--- src/core/mofu_regs.svh ---
// constants for the memory ordering fence unit
`ifndef MOFU_REGS_SVH
`define MOFU_REGS_SVH
`define MOFU_SB_DEPTH 8
`define MOFU_CNT_W 4
`define MOFU_MT_W 2
`define MOFU_MT_UC 2'h0
`define MOFU_MT_WB 2'h1
`define MOFU_MT_WT 2'h2
`define MOFU_MT_WC 2'h3
`define MOFU_BAR_W 3
`define MOFU_BAR_ST 0
`define MOFU_BAR_LD 1
`define MOFU_BAR_DR 2
`endif

--- src/core/mofu_pkg.sv ---
// types for the memory ordering fence unit
package mofu_pkg;
    typedef enum logic [5:0] {
        MOFU_IDLE = 6'b00_0001,
        MOFU_DRAIN = 6'b00_0010,
        MOFU_PORT = 6'b00_0100,
        MOFU_LOCK = 6'b00_1000,
        MOFU_SERIAL = 6'b01_0000,
        MOFU_STRING = 6'b10_0000
    } mofu_state_e;
    typedef enum logic [2:0] {
        MOFU_OP_NONE = 3'h0,
        MOFU_OP_PORT = 3'h1,
        MOFU_OP_LOCK = 3'h2,
        MOFU_OP_SERIAL = 3'h3,
        MOFU_OP_STORE_FENCE = 3'h4,
        MOFU_OP_LOAD_FENCE = 3'h5,
        MOFU_OP_FULL_FENCE = 3'h6,
        MOFU_OP_STRING = 3'h7
    } mofu_op_t;
endpackage

--- src/core/mofu_cnt_if.sv ---
// interface between the unit and its outstanding-access counter
`timescale 1ns/1ps
interface mofu_cnt_if;
    logic inc;
    logic dec;
    logic zero;
    modport owner (output inc, output dec, input zero);
    modport counter (input inc, input dec, output zero);
endinterface

--- src/core/mofu_fence_unit.sv ---
// memory ordering fence unit: drains, fences, locks and string ordering
`timescale 1ns/1ps
`include "mofu_regs.svh"
module mofu_fence_unit
    import mofu_pkg::*;
#(
    parameter int CNT_W = `MOFU_CNT_W
) (
    input wire logic mclk_i, // core clock
    input wire logic srst_i, // sync reset, active high
    input wire logic ce_i, // clock enable
    input wire logic op_valid_i, // ordering op offered
    input wire mofu_op_t op_i, // ordering op kind
    input wire logic [`MOFU_MT_W-1:0] op_mtype_i, // memory type of op
    input wire logic op_split_i, // locked access crosses a line
    output logic op_ready_o, // ordering op accepted
    input wire logic rob_empty_i, // no older instruction in flight
    input wire logic sb_empty_i, // store buffer empty
    input wire logic st_issue_i, // store leaves for memory
    input wire logic st_ack_i, // store globally visible
    input wire logic ld_issue_i, // load issued
    input wire logic ld_done_i, // load data returned
    input wire logic port_done_i, // port access completed
    input wire logic lock_done_i, // locked rmw completed
    input wire logic str_done_i, // string op completed
    input wire logic str_intr_i, // string op interrupted
    input wire logic fast_str_en_i, // fast string enable
    input wire logic [`MOFU_MT_W-1:0] acc_mtype_i, // type of next access
    output logic port_go_o, // port access may start
    output logic lock_go_o, // locked rmw may start
    output logic serial_go_o, // serializing op may start
    output logic bus_lock_o, // assert bus lock
    output logic line_lock_o, // lock cache line
    output logic hold_st_o, // younger stores stall
    output logic hold_ld_o, // younger loads stall
    output logic hold_exec_o, // younger instructions stall
    output logic str_ooo_ok_o, // string stores may reorder
    output logic spec_ok_o, // speculative access allowed
    output logic combine_ok_o, // write combining allowed
    output logic in_order_o, // strict in-order required
    output logic str_resume_o // string must resume at instruction
);
    // ==========================================================
    // outstanding counters
    mofu_cnt_if st_cnt ();
    mofu_cnt_if ld_cnt ();
    mofu_state_e state_q;
    logic [`MOFU_BAR_W-1:0] bar_q;
    logic uc_lock_q;
    logic resume_q;
    logic st_drained;
    logic all_drained;
    logic take;

    initial begin
        if (CNT_W < 2) $error("mofu_fence_unit: CNT_W below 2");
    end

    assign st_cnt.inc = st_issue_i;
    assign st_cnt.dec = st_ack_i;
    assign ld_cnt.inc = ld_issue_i;
    assign ld_cnt.dec = ld_done_i;

    mofu_outstanding #(.WIDTH(CNT_W)) u_st_cnt (
        .mclk_i(mclk_i),
        .srst_i(srst_i),
        .ce_i(ce_i),
        .cnt(st_cnt)
    );
    mofu_outstanding #(.WIDTH(CNT_W)) u_ld_cnt (
        .mclk_i(mclk_i),
        .srst_i(srst_i),
        .ce_i(ce_i),
        .cnt(ld_cnt)
    );

    // ==========================================================
    // drain conditions
    // buffer empty and every store acknowledged
    assign st_drained = sb_empty_i && st_cnt.zero;
    // older instructions done, writes drained and loads returned
    assign all_drained = st_drained && rob_empty_i && ld_cnt.zero;

    // ==========================================================
    // state machine
    assign take = op_valid_i && op_ready_o;
    // only idle accepts a new op; a fence finishes while draining
    assign op_ready_o = (state_q == MOFU_IDLE);

    always_ff @(posedge mclk_i) begin
        if (srst_i) begin
            state_q <= MOFU_IDLE;
        end else if (ce_i) begin
            case (state_q)
                MOFU_IDLE: begin
                    if (take) begin
                        case (op_i)
                            MOFU_OP_PORT: state_q <= MOFU_PORT;
                            MOFU_OP_LOCK: state_q <= MOFU_LOCK;
                            MOFU_OP_SERIAL: state_q <= MOFU_SERIAL;
                            MOFU_OP_STRING: state_q <= MOFU_STRING;
                            MOFU_OP_NONE: state_q <= MOFU_IDLE;
                            default: state_q <= MOFU_DRAIN;
                        endcase
                    end
                end
                MOFU_DRAIN: begin
                    // fence releases when its ordered class is drained
                    if ((!bar_q[`MOFU_BAR_ST] || st_drained) &&
                        (!bar_q[`MOFU_BAR_LD] || ld_cnt.zero)) begin
                        state_q <= MOFU_IDLE;
                    end
                end
                MOFU_PORT: begin
                    if (port_done_i) begin
                        state_q <= MOFU_IDLE;
                    end
                end
                MOFU_LOCK: begin
                    if (lock_done_i) begin
                        state_q <= MOFU_IDLE;
                    end
                end
                MOFU_SERIAL: begin
                    if (all_drained) begin
                        state_q <= MOFU_IDLE;
                    end
                end
                MOFU_STRING: begin
                    // interrupt ends the wait so handler stores pass
                    if (str_intr_i || (str_done_i)) begin
                        state_q <= MOFU_IDLE;
                    end
                end
                default: state_q <= MOFU_IDLE;
            endcase
        end
    end

    // barrier classes held by a fence
    always_ff @(posedge mclk_i) begin
        if (srst_i) begin
            bar_q <= '0;
        end else if (ce_i && take) begin
            case (op_i)
                MOFU_OP_STORE_FENCE: bar_q <= 3'b001;
                MOFU_OP_LOAD_FENCE: bar_q <= 3'b010;
                MOFU_OP_FULL_FENCE: bar_q <= 3'b011;
                default: bar_q <= 3'b000;
            endcase
        end
    end

    // lock flavour: bus lock for any type other than write-back or for split, line lock otherwise
    always_ff @(posedge mclk_i) begin
        if (srst_i) begin
            uc_lock_q <= 1'b0;
        end else if (ce_i && take && op_i == MOFU_OP_LOCK) begin
            uc_lock_q <= (op_mtype_i != `MOFU_MT_WB) || op_split_i;
        end
    end

    // interrupted string must restart at its own instruction
    always_ff @(posedge mclk_i) begin
        if (srst_i) begin
            resume_q <= 1'b0;
        end else if (ce_i) begin
            if (state_q == MOFU_STRING && str_intr_i) begin
                resume_q <= 1'b1;
            end else if (take && op_i == MOFU_OP_STRING) begin
                resume_q <= 1'b0;
            end
        end
    end

    // ==========================================================
    // go and hold outputs
    // port and lock start only once everything older is drained
    assign port_go_o = (state_q == MOFU_PORT) && all_drained;
    assign lock_go_o = (state_q == MOFU_LOCK) && all_drained;
    assign serial_go_o = (state_q == MOFU_SERIAL) && all_drained;
    assign bus_lock_o = lock_go_o && uc_lock_q;
    assign line_lock_o = lock_go_o && !uc_lock_q;

    // younger data accesses wait; fetches and walks are not held
    always_comb begin
        hold_st_o = 1'b0;
        hold_ld_o = 1'b0;
        hold_exec_o = 1'b0;
        case (state_q)
            MOFU_PORT, MOFU_LOCK, MOFU_SERIAL: begin
                hold_st_o = 1'b1;
                hold_ld_o = 1'b1;
                hold_exec_o = 1'b1;
            end
            MOFU_DRAIN: begin
                hold_st_o = bar_q[`MOFU_BAR_ST];
                hold_ld_o = bar_q[`MOFU_BAR_LD];
            end
            MOFU_STRING: begin
                // string stores wait for prior ones; later stores wait
                hold_st_o = !st_drained;
            end
            default: begin
                hold_st_o = 1'b0;
            end
        endcase
        // strictly ordered type: nothing passes an outstanding access
        if (acc_mtype_i == `MOFU_MT_UC && !all_drained) begin
            hold_st_o = 1'b1;
            hold_ld_o = 1'b1;
        end
    end

    // ==========================================================
    // memory type policy
    assign in_order_o = (acc_mtype_i == `MOFU_MT_UC);
    assign spec_ok_o = (acc_mtype_i == `MOFU_MT_WB);
    assign combine_ok_o = (acc_mtype_i == `MOFU_MT_WB) ||
                          (acc_mtype_i == `MOFU_MT_WC);
    assign str_ooo_ok_o = (state_q == MOFU_STRING) && fast_str_en_i &&
                          (acc_mtype_i != `MOFU_MT_UC);
    assign str_resume_o = resume_q;
endmodule

--- src/core/mofu_outstanding.sv ---
// counter of issued but not yet acknowledged accesses
`timescale 1ns/1ps
`include "mofu_regs.svh"
module mofu_outstanding #(
    parameter int WIDTH = `MOFU_CNT_W
) (
    input wire logic mclk_i, // core clock
    input wire logic srst_i, // sync reset
    input wire logic ce_i, // clock enable
    mofu_cnt_if.counter cnt // count control
);
    logic [WIDTH-1:0] cnt_q;
    initial begin
        if (WIDTH < 1) $error("mofu_outstanding: WIDTH below 1");
    end
    // count up on issue, down on acknowledge
    always_ff @(posedge mclk_i) begin
        if (srst_i) begin
            cnt_q <= '0;
        end else if (ce_i) begin
            if (cnt.inc && !cnt.dec) begin
                cnt_q <= cnt_q + WIDTH'(1);
            end else if (cnt.dec && !cnt.inc) begin
                cnt_q <= cnt_q - WIDTH'(1);
            end
        end
    end
    assign cnt.zero = (cnt_q == '0);
endmodule

--- config.mk ---
export PLATFORM = sky130hd
export DESIGN_NAME = mofu_fence_unit
export DESIGN_NICKNAME = d
export VERILOG_FILES = /design/src/core/mofu_pkg.sv /design/src/core/mofu_cnt_if.sv /design/src/core/mofu_fence_unit.sv /design/src/core/mofu_outstanding.sv
export VERILOG_INCLUDE_DIRS = /design/src /design/src/core
export SDC_FILE = /design/constraint.sdc
export NUM_CORES = 1
export LEC_CHECK = 0
export ABC_CLOCK_PERIOD_IN_PS = 2800
export BUFFER_PORTS_ARGS = -buffer_cell sky130_fd_sc_hd__buf_2
export CAP_MARGIN = 15
export CORE_ASPECT_RATIO = 0.8
export CORE_MARGIN = 2
export CORE_UTILIZATION = 35
export CTS_CLUSTER_DIAMETER = 30
export CTS_CLUSTER_SIZE = 40
export DETAILED_ROUTE_END_ITERATION = 8
export GPL_TIMING_DRIVEN = 0
export PLACE_DENSITY_LB_ADDON = 0.12
export SYNTH_ARGS = -nofsm -noshare
export SYNTH_HDL_FRONTEND = slang
export SYNTH_SLANG_ARGS = --single-unit
export TNS_END_PERCENT = 30
--- constraint.sdc ---
create_clock -name mclk_i -period 2.8 [get_ports mclk_i]
set_clock_uncertainty 0.1 [all_clocks]
set_input_delay 0.14 -clock mclk_i [delete_from_list [all_inputs] [get_ports mclk_i]]
set_output_delay 0.14 -clock mclk_i [all_outputs]
set_load 0.005 [all_outputs]
==> flow_metrics.py <==
metrics = {
    "synthesis": {
        "syn_area_sq_um": 1216,
        "synth-seq-area-share": 0.2963,
        "synthCells": 140,
        "synth_nets": 171,
        "async_reset_ff_frac": 0,
        "synth_edf_count": 0,
        "synth.avg_cell_area_sq_um": 8.687,
        "ys_warn_count": 0,
        "synth_cell_types": 46,
        "ys_seq_elements": 18,
        "synth-main-ff-cell": "dfxtp_1",
    },
    "clock_network": {
        "cts_buffers": 3,
        "cts_tree": "done",
        "hold_buffers": 0,
        "post_cts_buffers": 0,
        "cts.clk_slew.worst_paths_ns": 0.07,
        "clockBufferDepth": 2,
        "cts_max_level": 1,
        "root_buffer": "clkbuf_8",
        "clk_latency_ns": 0.25,
        "post_cts_resized": 0,
        "clock-sinks": 18,
    },
    "placement": {
        "gp_congestion": 0.7354,
        "portBuffers": 34,
        "dp_cells": 216,
        "dp_hpwl_mm": 2.399,
    },
    "sta": {
        "finalCritPeriodShare": 0.8394,
        "setup_viol": 0,
        "tns_ns": 0,
        "slew_viol_final": 0,
        "grt_setup_unrepaired": "no",
        "fmax_mhz": 425.5,
        "fin_crit_ns": 2.350,
        "hold_violations": 0,
        "tightestPinTransition_ns": 0.5153,
        "relSlewSlack": 0.6533,
    },
    "die": {
        "die_x_um": 69.91,
        "rows": 19,
        "die_h_um": 56.73,
        "initial_core_util": 0.3603,
        "io_pins": 37,
        "core_area_sq_um": 3376,
        "dieArea_sq_um": 3965,
    },
    "worst_hold_path": {
        "hold_path.class": "primary input to register",
    },
    "drt": {
        "routed_wl_mm": 2.981,
        "wl_per_cell_um": 13.61,
        "vias": 1137,
        "drt_iter0_drc": 69,
        "routed_via_density": 5.192,
        "ant_nets": 0,
        "drc": 0,
        "first_pass_iters": 4,
    },
    "power": {
        "power_switching_w": 0.0002083,
        "seqPwrFrac": 0.442,
        "p_leak_nw": 0.6304,
        "p_per_area_nw_per_um2": 457.9,
        "vdd_ir_drop_max_mv": 0.1669,
        "p_int_w": 0.0004694,
        "comb_power_share": 0.294,
        "p_clk_frac": 0.264,
        "sw_frac_of_total": 0.3074,
    },
    "final_layout": {
        "area_growth_pct": 21.71,
        "seqCellArea_sq_um": 360.3,
        "antenna_cells": 0,
        "fin_nets": 210,
        "nFillCells": 362,
        "multi_input_area_sq_um": 807.0,
        "instances_no_fill": 219,
        "drive_gt1_frac": 0.2712,
    },
    "global_route": {
        "gr-total-overflow": 0,
        "grt_pass1_wl_mm": 5.085,
        "grt_pass1_vias": 1109,
        "antenna_found_initial": 0,
        "grt_util_all_layers": 0.1582,
        "grt_max_degree": 11,
    },
    "flow_run": {
        "max_cap_viol_count": 0,
    },
    "setup_path": {
        "endpoint_kind": "output port",
        "crit_type": "register to output port",
        "required_ns": 2.56,
        "crit_arrival_ns": 2.11,
        "reg2reg_slack_ns": 0.61,
        "critPathMaxFanout": 5,
        "critPathLaunchType": "register",
    },
    "status": {
        "outcome": "complete, no violations",
    },
}
registers in the layout, summed over array words and instances, names as in the netlist:
register and count:
u_ld_cnt.cnt_q 4, uc_lock_q 1, str_resume_o 1, u_st_cnt.cnt_q 4, bar_q 2, state_q 6
power by group through the flow:
stage	clock network (W)	logic, W	registers, W
finish	0.000179	0.000199	0.000299
detailed placement	0	0.000199	0.000305
floorplan	0	0.000145	0.000298
global placement	0	0.000194	0.000303
CTS	0.000183	0.000200	0.000299
global route	0.000194	0.000223	0.000304
placed cells by master (no fill, tap or decap), drive strengths merged, types with 3 or more instances in the layout:
master / n
a21oi: 9
nor3b: 3
nand2b: 3
nand3: 5
nor2b: 3
clkbuf: 9
inv: 7
nor4: 3
mux2i: 6
nand2: 8
a31o: 3
nor2: 13
nand3b: 5
dfxtp: 18
buf: 34
nor3: 6
xnor2: 6
ha: 6
per-stage QoR:
step	total power, W	cell area, sq um	hold WS (ns)	util	setup WS [ns]
2_1_floorplan	0.0004437	1216	0.1919	-	0.8197
3_3_place_gp	0.0004973	1439	0.3469	0.4262	0.6564
3_5_place_dp	0.0005040	1439	0.3363	0.4262	0.6181
4_1_cts	0.0006831	1480	0.07197	0.4385	0.4734
5_1_grt	0.0007212	1480	0.1103	0.4385	0.2702
6_report	0.0006777	1480	0.07343	0.4385	0.4497
path summary, 6_finish.rpt:
kind                      from           end  depth (start not counted)
min reg2reg       str_resume_o  str_resume_o                          2
min                 str_intr_i  str_resume_o                          3
max reg2reg         state_q[2]    state_q[4]                          5
max          u_ld_cnt.cnt_q[0]     hold_ld_o                          5
cell type report:
cell class	count	area share
flip-flops and latches	18	0.2434
clock buffers	3	0.02790
inverters	7	0.01775
well taps	42	0.03550
multi-input cells	109	0.5452
repair buffers	34	0.1150
plain buffers	6	0.01522
critical path, stage by stage, from the launching register on:
cell and delay (ns):
dfxtp_1 0.36, nor4_1 0.51, nand2_1 0.14, or3_1 0.40, a221o_1 0.33, buf_2 0.13
Yosys cell counts, types with 2 or more instances:
library cell	instances	share of area
nand2_1	8	0.025
a21o_1	2	0.012
clkbuf_1	6	0.019
ha_1	6	0.062
nand4_1	2	0.010
nand3_1	5	0.021
nor3_1	5	0.021
fa_1	2	0.033
nand2b_1	3	0.015
o21ai_0	2	0.0082
dfxtp_1	18	0.30
nor4_1	3	0.015
nor2b_1	3	0.015
a211oi_1	2	0.012
nor3b_1	3	0.019
inv_1	6	0.019
mux2i_1	6	0.049
a31o_2	2	0.014
xnor2_1	6	0.043
nand3b_1	5	0.031
nor2_1	13	0.040
a21oi_1	8	0.033
cells by family (layout without fill, tap and decap cells):
family / count (synthesis) / in the layout / share of synthesized area
AO/OA/AOI/OAI: 26 / 26 / 0.1626
AND/OR/NAND/NOR: 62 / 62 / 0.3066
multiplexers: 6 / 6 / 0.04938
flip-flops: 18 / 18 / 0.2963
XOR/XNOR: 7 / 7 / 0.05041
buffers and inverters: 13 / 50 / 0.04012
adder cells (fa/ha/maj): 8 / 8 / 0.09465
routing by layer:
layer / part of all wire / global-route usage
met1: 0.54 / 0.2306
met2: 0.37 / 0.2272
met3: 0.070 / 0.02513
met4: 0.022 / 0.07143
met5: 0 / 0
Note: power is estimated with default switching activity, not from simulation.
